===== src/core/ubg_defs.svh =====
// Overview of operation
// [RULE_01] Reference clock: doubled prescaled clock over divider+1
// [RULE_02] Host never programs fire divider zero
// [RULE_03] Each pulse spans two reference periods
// [RULE_04] Emit programmed count, 1 to 127
// [RULE_05] Count zero keeps generator off
// [RULE_06] Up to 15 pulses: per-pulse phase bit
// [RULE_07] Phase bits applied LSB first
// [RULE_08] Burst starts only on start-cycle opcode
// [RULE_09] Fire-as-start routes burst to converter start
// [RULE_10] Idle level: high-Z or ground
// [RULE_11] Driver bits: invert down, enable up, down
// [RULE_12] Repetition field sets 0 to 7 repeats
// [RULE_13] Sequence end after 5 us silence
// [RULE_14] Sing-around forwards fire input without delay; code forwards it 4 cycles late
// [RULE_15] Phase noise on unless disabled
// [RULE_16] Fast init on interrupt rise, mode 1
// [RULE_17] Start jitter adds random start offset
// [RULE_18] Host keeps start enabled during calibration
// [RULE_19] Host shares one calibration per pair
// [RULE_20] Calibration result 16.16 fixed point
// [RULE_21] Outputs return to idle level after burst
`ifndef UBG_DEFS_SVH
`define UBG_DEFS_SVH
`define UBG_CLK_MHZ         100
`define UBG_QUIET_NS        5000
`define UBG_QUIET_CYCLES    ((`UBG_QUIET_NS * `UBG_CLK_MHZ) / 1000)
`define UBG_PHASE_MAX_PULSE 7'h0f
`define UBG_CFG_INVDOWN     2
`define UBG_CFG_ENUP        1
`define UBG_CFG_ENDOWN      0
`define UBG_LFSR_SEED       8'ha5
`endif


===== src/core/ubg_pkg.sv =====
package ubg_pkg;
  typedef enum logic [1:0] {UBG_IDLE, UBG_FIRST, UBG_SECOND, UBG_WAIT} ubg_state_t;
  typedef logic [6:0]  ubg_count_t;
  typedef logic [31:0] ubg_fix_t;
endpackage : ubg_pkg


===== src/core/ubg_refclk.sv =====
`timescale 1ns/1ns
`include "ubg_defs.svh"
// Reference tick: one per (div+1)/2 prescaled periods, i.e. doubled then divided
module ubg_refclk (
  input  wire logic       mclk,       // System clock
  input  wire logic       reset_n,    // Async reset
  input  wire logic       clk_en,     // Clock enable
  input  wire logic       fast_tick,  // Prescaled clock tick
  input  wire logic       run,        // Divider running
  input  wire logic [3:0] fire_div,   // Fire divider field
  output logic            ref_tick    // Reference clock tick
);
  logic [4:0] acc;
  logic [4:0] sum;
  assign sum = acc + 5'h02;
  // Add two per prescaled tick: frequency doubled, then divide by div+1
  always_ff @(posedge mclk or negedge reset_n)
  begin
    if (!reset_n)
    begin
      acc      <= 5'h00;
      ref_tick <= 1'b0;
    end
    else if (clk_en)
    begin
      ref_tick <= 1'b0;
      if (!run)
        acc <= 5'h00;
      else if (fast_tick)
      begin
        if (sum > {1'b0, fire_div}) // RULE_01
        begin
          acc      <= sum - {1'b0, fire_div} - 5'h01;
          ref_tick <= 1'b1;
        end
        else
          acc <= sum;
      end
    end
  end
endmodule : ubg_refclk


===== src/core/ubg_core.sv =====
`timescale 1ns/1ns
`include "ubg_defs.svh"
module ubg_core (
  input  wire logic               mclk,              // 100 MHz clock
  input  wire logic               reset_n,           // Async reset, active low
  input  wire logic               clk_en,            // Freezes state while low
  input  wire logic               fast_clock_prescale, // Tick of prescaled oscillator
  input  wire logic               start_cycle,       // Start-cycle opcode pulse
  input  wire ubg_pkg::ubg_count_t pulse_count,      // Pulses per burst
  input  wire logic [3:0]         fire_div,          // Fire divider (not 0)
  input  wire logic [15:0]        pulse_phase_bits,  // Per-pulse phase
  input  wire logic [2:0]         driver_config,     // Invert/up/down enables
  input  wire logic               idle_level_select, // 0 high-Z, 1 ground
  input  wire logic               fire_as_start,     // Route burst to start
  input  wire logic [2:0]         repeat_count,      // Burst repetitions
  input  wire logic               phase_noise_off,   // Disable phase noise
  input  wire logic               start_jitter_enable, // Start noise enable
  input  wire logic               fast_init_enable,  // Fast init enable
  input  wire logic               measure_mode1,     // Measure mode 1 active
  input  wire logic               irq_flag,          // Converter interrupt flag
  input  wire logic               fire_in,           // Received pulse pin
  input  wire logic [31:0]        cal_raw,           // Calibration count, 16.16
  output logic                    fire_up_o,         // Up driver level
  output logic                    fire_up_oe,        // Up driver enable
  output logic                    fire_down_o,       // Down driver level
  output logic                    fire_down_oe,      // Down driver enable
  output logic                    tdc_start,         // Converter start
  output logic                    tdc_reinit,        // Fast reinit pulse
  output logic [7:0]              start_offset,      // Random start offset
  output ubg_pkg::ubg_fix_t       cal_result,        // Calibration result
  output logic                    busy               // Burst in progress
);
  import ubg_pkg::*;

  ubg_state_t state;
  ubg_count_t pulse_idx;
  logic [2:0] rep_left;
  logic       ref_tick;
  logic       run;
  logic       level;
  logic       phase;
  logic       fin_s1;
  logic       fin_s2;
  logic       fin_prev;
  logic       irq_s1;
  logic       irq_s2;
  logic       irq_prev;
  logic [9:0] quiet_cnt;
  logic [7:0] lfsr;
  logic       drive;
  logic       tail;
  logic       heard;
  logic       flip;

  // The final half pulse keeps the reference divider running
  assign run = (state == UBG_FIRST) || (state == UBG_SECOND) || (state == UBG_WAIT && tail);

  ubg_refclk u_refclk (
    .mclk      (mclk),
    .reset_n   (reset_n),
    .clk_en    (clk_en),
    .fast_tick (fast_clock_prescale),
    .run       (run),
    .fire_div  (fire_div),
    .ref_tick  (ref_tick)
  );

  // Phase bits only apply for short bursts; noise bit latched at start inverts the first pulse
  always_comb
  begin
    phase = 1'b0;
    if (pulse_count <= `UBG_PHASE_MAX_PULSE) // RULE_06
      phase = pulse_phase_bits[pulse_idx[3:0]]; // RULE_07
    if (flip && pulse_idx == 7'h00) // RULE_15
      phase = ~phase;
  end

  // Pin synchronisers
  always_ff @(posedge mclk or negedge reset_n)
  begin
    if (!reset_n)
    begin
      fin_s1   <= 1'b0;
      fin_s2   <= 1'b0;
      fin_prev <= 1'b0;
      irq_s1   <= 1'b0;
      irq_s2   <= 1'b0;
      irq_prev <= 1'b0;
    end
    else if (clk_en)
    begin
      fin_s1   <= fire_in;
      fin_s2   <= fin_s1;
      fin_prev <= fin_s2;
      irq_s1   <= irq_flag;
      irq_s2   <= irq_s1;
      irq_prev <= irq_s2;
    end
  end

  // Burst sequencer
  always_ff @(posedge mclk or negedge reset_n)
  begin
    if (!reset_n)
    begin
      state     <= UBG_IDLE;
      pulse_idx <= 7'h00;
      rep_left  <= 3'h0;
      level     <= 1'b0;
      quiet_cnt <= 10'h000;
      tail      <= 1'b0;
      heard     <= 1'b0;
      flip      <= 1'b0;
    end
    else if (clk_en)
    begin
      unique case (state)
        UBG_IDLE:
        begin
          level <= 1'b0;
          if (start_cycle && pulse_count != 7'h00) // RULE_08 RULE_05
          begin
            state     <= UBG_FIRST;
            pulse_idx <= 7'h00;
            rep_left  <= repeat_count; // RULE_12
            tail      <= 1'b0;
            heard     <= 1'b0;
            flip      <= !phase_noise_off && lfsr[0]; // RULE_15
          end
        end
        UBG_FIRST:
          if (ref_tick) // RULE_03
          begin
            level <= ~phase;
            state <= UBG_SECOND;
          end
        UBG_SECOND:
          if (ref_tick) // RULE_03
          begin
            level <= phase;
            if (pulse_idx == pulse_count - 7'h01) // RULE_04
            begin
              state     <= UBG_WAIT;
              quiet_cnt <= 10'h000;
              tail      <= 1'b1;
              heard     <= 1'b0;
            end
            else
            begin
              pulse_idx <= pulse_idx + 7'h01;
              state     <= UBG_FIRST;
            end
          end
        UBG_WAIT:
        begin
          if (tail)
          begin
            // Last half of the final pulse keeps its full reference period
            quiet_cnt <= 10'h000;
            if (ref_tick) // RULE_03
            begin
              tail  <= 1'b0;
              level <= 1'b0; // RULE_21
            end
          end
          else
          begin
            // Synchronised echo pulses (fin_s2) are forwarded, 4 cycles after fire_in, while repeats remain
            level <= (rep_left != 3'h0) ? fin_s2 : 1'b0; // RULE_14
            if (fin_s2 != fin_prev)
            begin
              quiet_cnt <= 10'h000;
              heard     <= 1'b1;
            end
            else if (quiet_cnt == 10'(`UBG_QUIET_CYCLES - 1)) // RULE_13
            begin
              quiet_cnt <= 10'h000;
              heard     <= 1'b0;
              // Only a heard sequence counts as a repeat; silence alone rearms the timer unless no repeats remain
              if (rep_left == 3'h0 || (heard && rep_left == 3'h1))
                state <= UBG_IDLE; // RULE_21
              else if (heard)
                rep_left <= rep_left - 3'h1; // RULE_12
            end
            else
              quiet_cnt <= quiet_cnt + 10'h001;
          end
        end
      endcase
    end
  end

  // Drivers active from the first half pulse through the final half and any forwarded repeats
  assign drive = (state == UBG_SECOND) || (state == UBG_FIRST && pulse_idx != 7'h00) ||
                 (state == UBG_WAIT && (tail || rep_left != 3'h0));

  // Output drivers
  always_ff @(posedge mclk or negedge reset_n)
  begin
    if (!reset_n)
    begin
      fire_up_o    <= 1'b0;
      fire_up_oe   <= 1'b0;
      fire_down_o  <= 1'b0;
      fire_down_oe <= 1'b0;
      tdc_start    <= 1'b0;
      busy         <= 1'b0;
    end
    else if (clk_en)
    begin
      busy <= state != UBG_IDLE;
      fire_up_o   <= drive ? level : 1'b0; // RULE_14
      fire_down_o <= drive ? (level ^ driver_config[`UBG_CFG_INVDOWN]) : 1'b0; // RULE_11
      fire_up_oe   <= driver_config[`UBG_CFG_ENUP] && (drive || idle_level_select); // RULE_10 RULE_21
      fire_down_oe <= driver_config[`UBG_CFG_ENDOWN] && (drive || idle_level_select); // RULE_10 RULE_11
      tdc_start    <= fire_as_start && drive && level; // RULE_09
    end
  end

  // Fast reinit and noise generator
  always_ff @(posedge mclk or negedge reset_n)
  begin
    if (!reset_n)
    begin
      tdc_reinit   <= 1'b0;
      lfsr         <= `UBG_LFSR_SEED;
      start_offset <= 8'h00;
      cal_result   <= 32'h0000_0000;
    end
    else if (clk_en)
    begin
      tdc_reinit   <= fast_init_enable && measure_mode1 && irq_s2 && !irq_prev; // RULE_16
      lfsr         <= {lfsr[6:0], lfsr[7] ^ lfsr[5] ^ lfsr[4] ^ lfsr[3]};
      start_offset <= start_jitter_enable ? lfsr : 8'h00; // RULE_17
      cal_result   <= cal_raw; // RULE_20
    end
  end
endmodule : ubg_core


===== config.mk =====
export PLATFORM = sky130hd
export DESIGN_NAME = ubg_core
export DESIGN_NICKNAME = d
export VERILOG_FILES = /design/src/core/ubg_pkg.sv /design/src/core/ubg_refclk.sv /design/src/core/ubg_core.sv
export VERILOG_INCLUDE_DIRS = /design/src /design/src/core
export SDC_FILE = /design/constraint.sdc
export NUM_CORES = 1
export LEC_CHECK = 0
export BUFFER_PORTS_ARGS = -buffer_cell sky130_fd_sc_hd__buf_2
export CORE_ASPECT_RATIO = 0.9
export CORE_MARGIN = 4
export CORE_UTILIZATION = 49
export CTS_CLUSTER_DIAMETER = 150
export CTS_CLUSTER_SIZE = 25
export DETAILED_ROUTE_END_ITERATION = 6
export PLACE_DENSITY = 0.78
export SLEW_MARGIN = 15
export SYNTH_ARGS = -nofsm -noshare
export SYNTH_HDL_FRONTEND = slang
export SYNTH_SLANG_ARGS = --single-unit
export TNS_END_PERCENT = 10

===== constraint.sdc =====
create_clock -name mclk -period 2.3 [get_ports mclk]
set_input_delay 0.46 -clock mclk [delete_from_list [all_inputs] [get_ports mclk]]
set_output_delay 0.46 -clock mclk [all_outputs]
set_load 0.005 [all_outputs]

==> flow_summary.toml, run 1 <==
[timing]
skew_ns = 0.01155
setup_tns_ns = 0
rsz0062_at_grt = "no"
worst_pin_slew_ns = 0.4657
drv_slew = 0
period_share_pct = 95.42
period_minus_slack_ns = 2.195
setup_viol = 0
relSlewSlack_pct = 68.62
hold_viol = 0
fmax_mhz = 455.7

[final_layout]
utilization_pct = 62.66
antenna_cells = 0
final_cell_mix = "123 x buf_2, 89 x dfrtp_1, 45 x mux2_2, 33 x buf_4"
regArea_um2 = 2332
fill_cells = 805
nets = 732
drive_gt1_share_pct = 39.06
final_common_cell = "buf_2"
syn_to_final_growth_pct = 25.71
design_area_um2 = 6394
multi_input_area_um2 = 2576
final_cells = 769

[power_and_ir_drop]
total_power_w = 0.006456
p_per_area_nw_per_um2 = 1010
p_leak_nw = 3.029
ir_worst_vdd_mv = 0.5947

[clock_tree]
clkLatencyLatePin_ns = 0.34
clock-sinks = 93
cts_root_buf = "clkbuf_16"
cts_tree = "built"
cts_buffers = 9
clock_path_buffers = 2
ctsHtreeMaxLevel = 3
clkTransAtPathRegs_ns = 0.07

[placement]
placed_cells = 752
numPortBuffers = 124
hpwl_um = 9128
gp_congestion = 0.9014
dpl_cell_area_um2 = 6046

[worst_setup_path]
timing.rr.start = "pulse_idx[6]$_DFFE_PN0P_"
startpoint_type = "register"
end_kind = "register"
crit_slowest_cell = "dfrtp_1"
worst-path-buf-inv = 1
cpPeakStageDelay_ns = 0.49
critPathLaunch = "pulse_idx[6]$_DFFE_PN0P_"
crit_required_ns = 2.52
cp_max_fo = 5
cp_top_family = "compound AO/OA/AOI/OAI gates"
arrival_ns = 2.42
timing_worst_setup_path_type = "register to register"
crit_chain = "xor2_1, o2111ai_1, a31oi_1, a2bb2oi_2, and3_1, buf_4, o22ai_2, a22o_1"

[global_route]
met1_usage_pct = 26.89
antenna_found_initial = 0
grt_use_met2_pct = 32.98
gr-total-overflow = 0
grt_max_degree = 55
met3_usage_pct = 5.501
grt_pass1_wl_um = 20160
grt_usage_pct = 20.37
busiest_layer = "met2"
first_global_vias = 4413

[route]
drc = 0
drtAntennaViolNets = 0
firstDrtPassIters = 5
wl_per_cell_um = 15.85
viasPerCell = 5.636
drt_wl_total_um = 12190
drtIter0Drc = 288
via_count = 4334

[logic_synthesis]
synth_area_um2 = 5086
yosysSeqAreaShare_pct = 45.85
synth_area_leaders = "dfrtp_1 44%, mux2_2 10%, ha_1 4.4%"
yosys_register_bits = 93
synth_cell_types = 67
synth.top_cell.area_share_pct = 43.79
ys_warn_count = 0
synth_edf_count = 0
dominantRegCellSynth = "dfrtp_1"
async_flop_share_pct = 100.0
yosys.area.top_type = "dfrtp_1"
mappedNetlistNets = 583
synthCells = 486
synth_area_per_cell_um2 = 10.47

[flow_run]
max_cap_viol_count = 0

[worst_hold_path]
hp-start = "cal_raw[28]"
min_path_type = "input port to register"

[floorplanning]
fp.dieArea_um2 = 12080
core.rowCount = 35
die_width_um = 115.4
dieHeight_um = 104.7
start_util_pct = 49.85
pin_count = 125
core_region_area_um2 = 10200

[status]
status = "finished clean"
worst paths after layout:
check	slack [ns]	cells after the start	end
setup / recovery	0.11	8	quiet_cnt[3]$_DFFE_PN0P_
hold / removal	0.34	2	cal_result[28]$_DFFE_PN0P_
setup reg to reg	0.11	8	quiet_cnt[3]$_DFFE_PN0P_
hold reg to reg	0.45	1	tdc_reinit$_DFFE_PN0P_
max in group asynchronous	1.16	3	lfsr[5]$_DFFE_PN1P_
min in group asynchronous	0.54	2	tdc_start$_DFFE_PN0P_
through the flow:
stage	hold WS (ns)	worst slack, ns
3_3_place_gp	0.3559	-0.03061
6_report	0.3447	0.1054
2_1_floorplan	0.1644	0.01345
4_1_cts	0.3394	0.004819
3_5_place_dp	0.3617	-0.1312
5_1_grt	0.3357	0.01516
Yosys cell counts, types with 2 or more instances:
cell type / instances
xnor2_1: 7
mux2_2: 45
nand2_1: 34
a21oi_1: 18
nor2b_1: 6
a41o_1: 2
clkbuf_1: 14
a31oi_1: 5
mux4_2: 3
nand3_1: 22
a21o_1: 2
nor2_1: 21
nand4_1: 8
o21a_1: 3
nand2b_1: 4
xor2_1: 10
nand3_2: 2
o22ai_1: 4
o2bb2ai_1: 5
or3_1: 3
o21ai_1: 10
or2_2: 3
nand3b_1: 2
a22o_1: 11
and2_1: 2
a211oi_1: 4
a31o_1: 2
buf_2: 4
dfrtp_1: 89
and3_1: 9
ha_1: 18
inv_1: 32
nor3_1: 6
dfstp_2: 4
o21ai_0: 31
mux2i_1: 9
nand4b_1: 2
registers in the layout (all words and copies together), names as in the netlist, 2 cells and up:
| register | cells |
|---|---|
| cal_result | 32 |
| rep_left | 3 |
| quiet_cnt | 10 |
| state | 2 |
| pulse_idx | 7 |
| lfsr | 8 |
| u_refclk.acc | 5 |
| start_offset | 8 |
where the power goes:
part	total [W]	internal, W	switching [W]
clock network	0.00152	0.000878	0.000638
logic	0.00256	0.00120	0.00136
registers	0.00238	0.00204	0.000337
cell families (layout without fill, tap and decap cells):
logic type,Yosys count,in the layout,synth area share (%)
buffers and inverters,53,207,4.231
DFF,93,93,45.85
adders and majority gates,19,19,4.822
AOI/OAI and AO/OA,113,113,15.08
muxes,58,58,13.36
xor gates and xnor gates,17,17,2.927
and+or+nand+nor,133,133,13.73
worst reg2reg max path: stages, from the launching register on:
cell	delay [ns]
dfrtp_1	0.49
xor2_1	0.25
o2111ai_1	0.17
a31oi_1	0.21
a2bb2oi_2	0.26
and3_1	0.24
buf_4	0.16
o22ai_2	0.07
a22o_1	0.23
area by class of cell:
| class | count | area share, % |
|---|---|---|
| clock buffer | 10 | 3.738 |
| timing repair buffer | 158 | 13.97 |
| multi-input combinational | 340 | 40.29 |
| clock inverter | 6 | 1.057 |
| tap | 129 | 2.524 |
| sequential | 93 | 36.48 |
| inverter | 33 | 1.937 |
metal layers:
layer	share of wire [%]	wire (um)	up-vias
met1	42	5091	2096
met2	49	5989	182
li1	-	-	2043
met5	0	0	-
met4	1.3	158	0
met3	7.8	946	13
what timing repair did:
action / 4_1_cts / 5_1_grt
buffers inserted: 0 / 0
hold endpoints to repair: 14 / 0
hold buffers: 1 / 0
endpoints found under the setup margin: 1 / 12
cloned: 0 / 0
resized for setup: 1 / 7
No activity file was read; power rests on OpenSTA's default activity.
==> run 2, diff against run 1 <==
REMOVE_ABC_BUFFERS = 1   (was not set)
==> run 2 against run 1 <==
Effect of this change: global-route usage up 1.5 points; combinational power about the same; cell area up 0.51%; worst hold slack worse by 0.26 ns; critical path depth unchanged; non-clock buffer count up 4; core utilization up 0.32 points; total power up 1.2%; cell count up 0.52%; sequential share of layout area down 0.18 points; sequential power about the same; die area unchanged; largest power group unchanged; highest routed layer unchanged.
==> flow_summary.toml, run 2 (same netlist as run 1, synthesis figures left out) <==
[status]
status = "finished clean"

[route]
drtIter0Drc = 256
viasPerCell = 5.583
drtAntennaViolNets = 0
drt_wl_total_um = 12720
via_count = 4316
wl_per_cell_um = 16.45
drc = 0
firstDrtPassIters = 4

[final_layout]
final_cells = 773
final_common_cell = "buf_2"
fill_cells = 820
reg_top3 = "cal_result: 32 flops, quiet_cnt: 10 flops"
largest-register = "cal_result"
final_cell_mix = "123 x buf_2, 89 x dfrtp_1, 45 x mux2_2, 37 x buf_4, 33 x nand2_1"
syn_to_final_growth_pct = 26.35
nets = 736
largest_register_ff_count = 32
drive_gt1_share_pct = 39.29
antenna_cells = 0

[power_and_ir_drop]
comb_power_share_pct = 39.7
p_int_w = 0.004186
ir_worst_vdd_mv = 0.6266
p_per_area_nw_per_um2 = 1017
p_leak_nw = 3.056
p_sw_share_pct = 35.94
p_sw_w = 0.002349
clkPwrFrac_pct = 24.1
total_power_w = 0.006534
p_seq_share_pct = 36.2

[worst_setup_path]
crit_slowest_cell = "dfrtp_1"
startpoint_type = "register"
cpPeakStageDelay_ns = 0.46
cp_top_family = "compound AO/OA/AOI/OAI gates"
crit_required_ns = 2.53
reg2reg_to = "quiet_cnt[5]$_DFFE_PN0P_"
timing.rr.start = "pulse_idx[6]$_DFFE_PN0P_"
reg2reg_slack_ns = 0.1
arrival_ns = 2.43
timing_worst_setup_path_type = "register to register"
cp_max_fo = 5
worst-path-buf-inv = 1
crit_chain = "xnor2_1, nand4b_1, a31oi_1, a2bb2oi_2, and3_1, buf_4, o21ai_1, a22o_1"
reg2reg_depth = 8
end_kind = "register"

[global_route]
first_global_vias = 4471
gr-total-overflow = 0
grt_max_degree = 36
grt_usage_pct = 21.91
antenna_found_initial = 0
met3_usage_pct = 7.180
grt_use_met2_pct = 36.53
grt_pass1_wl_um = 21350
met1_usage_pct = 27.11
busiest_layer = "met2"

[worst_hold_path]
min_path_type = "input port to asynchronous set/reset pin"

[floorplanning]
dieHeight_um = 104.7
die_width_um = 115.4
start_util_pct = 49.85
fp.dieArea_um2 = 12080
core_region_area_um2 = 10200
core.rowCount = 35
pin_count = 125

[clock_tree]
ctsHtreeMaxLevel = 3
cts_root_buf = "clkbuf_16"
cts_tree = "built"
clock-sinks = 93
cts_buffers = 9
clock_path_buffers = 2
clkLatencyLatePin_ns = 0.34
clkTransAtPathRegs_ns = 0.07
hold_buffers = 0

[timing]
relSlewSlack_pct = 65.93
fmax_mhz = 453.9
worst_pin_slew_ns = 0.5111
skew_ns = 0.006936
rsz0062_at_grt = "no"
finalWorstSetupSlack_ns = 0.09693
drv_slew = 0
period_share_pct = 95.79
setup_viol = 0
period_minus_slack_ns = 2.203
hold_viol = 0

[placement]
pre_cts_slack_ns = -0.1566
hpwl_um = 9700
numPortBuffers = 124
gp_congestion = 0.8781
placed_cells = 754

[flow_run]
max_cap_viol_count = 0
-- run 2: changes by cell type in the layout (fill, tap and decap cells not counted), sizes merged --
| cell | delta |
|---|---|
| inv | +2 |
| clkinvlp | -2 |
| dlygate4sd3 | -1 |
| buf | +5 |
-- run 2: worst max path at each step --
| stage | from | end | cells after the start |
|---|---|---|---|
| 6_report | pulse_idx[6]$_DFFE_PN0P_ | quiet_cnt[5]$_DFFE_PN0P_ | 8 |
| 5_1_grt | pulse_idx[6]$_DFFE_PN0P_ | quiet_cnt[4]$_DFFE_PN0P_ | 8 |
| 4_1_cts | u_refclk.acc[1]$_DFFE_PN0P_ | u_refclk.acc[3]$_DFFE_PN0P_ | 8 |
| 3_5_place_dp | pulse_count[0] | pulse_idx[3]$_DFFE_PN0P_ | 10 |
| 3_3_place_gp | pulse_count[0] | pulse_idx[3]$_DFFE_PN0P_ | 10 |
| 2_1_floorplan | pulse_count[0] | quiet_cnt[4]$_DFFE_PN0P_ | 8 |
-- run 2: power by group through the flow --
stage	logic [W]	registers [W]	clock network, W
floorplan	0.00160	0.00234	0
global placement	0.00238	0.00236	0
detailed placement	0.00248	0.00239	0
CTS	0.00250	0.00236	0.00161
global route	0.00289	0.00243	0.00167
finish	0.00259	0.00237	0.00157
-- run 2: what timing repair did --
action / CTS / global route
setup buffers: 0 / 3
pin swaps: 0 / 2
gates resized for setup: 1 / 5
endpoints found under the setup margin: 1 / 8
-- run 2: area by class of cell --
cell class	instances	area [um2]	area share (%)
well taps	129	161.4	2.512
repair buffers	162	933.4	14.52
clock inverters	6	76.32	1.188
multi-input cells	340	2560	39.84
inverters	33	123.9	1.928
flip-flops and latches	93	2332	36.29
clock buffers	10	239.0	3.719
-- run 2: metrics by stage --
step	utilization [%]	hold WS (ns)	TNS (ns)	cell area, um2
after floorplan	-	0.1644	0	4995
after global placement	59.46	0.4286	-0.1219	6067
after detailed placement	59.46	0.4426	-1.829	6067
after CTS	62.58	0.09903	0	6385
after global routing	62.98	0.1188	0	6426
final	62.98	0.08010	0	6426
-- run 2: metal layers --
metal  up-vias  wire length [um]
li1       2048                 -
met1      2097              5162
met4         0               155
met2       159              6343
met3        12              1057
met5         -                 0
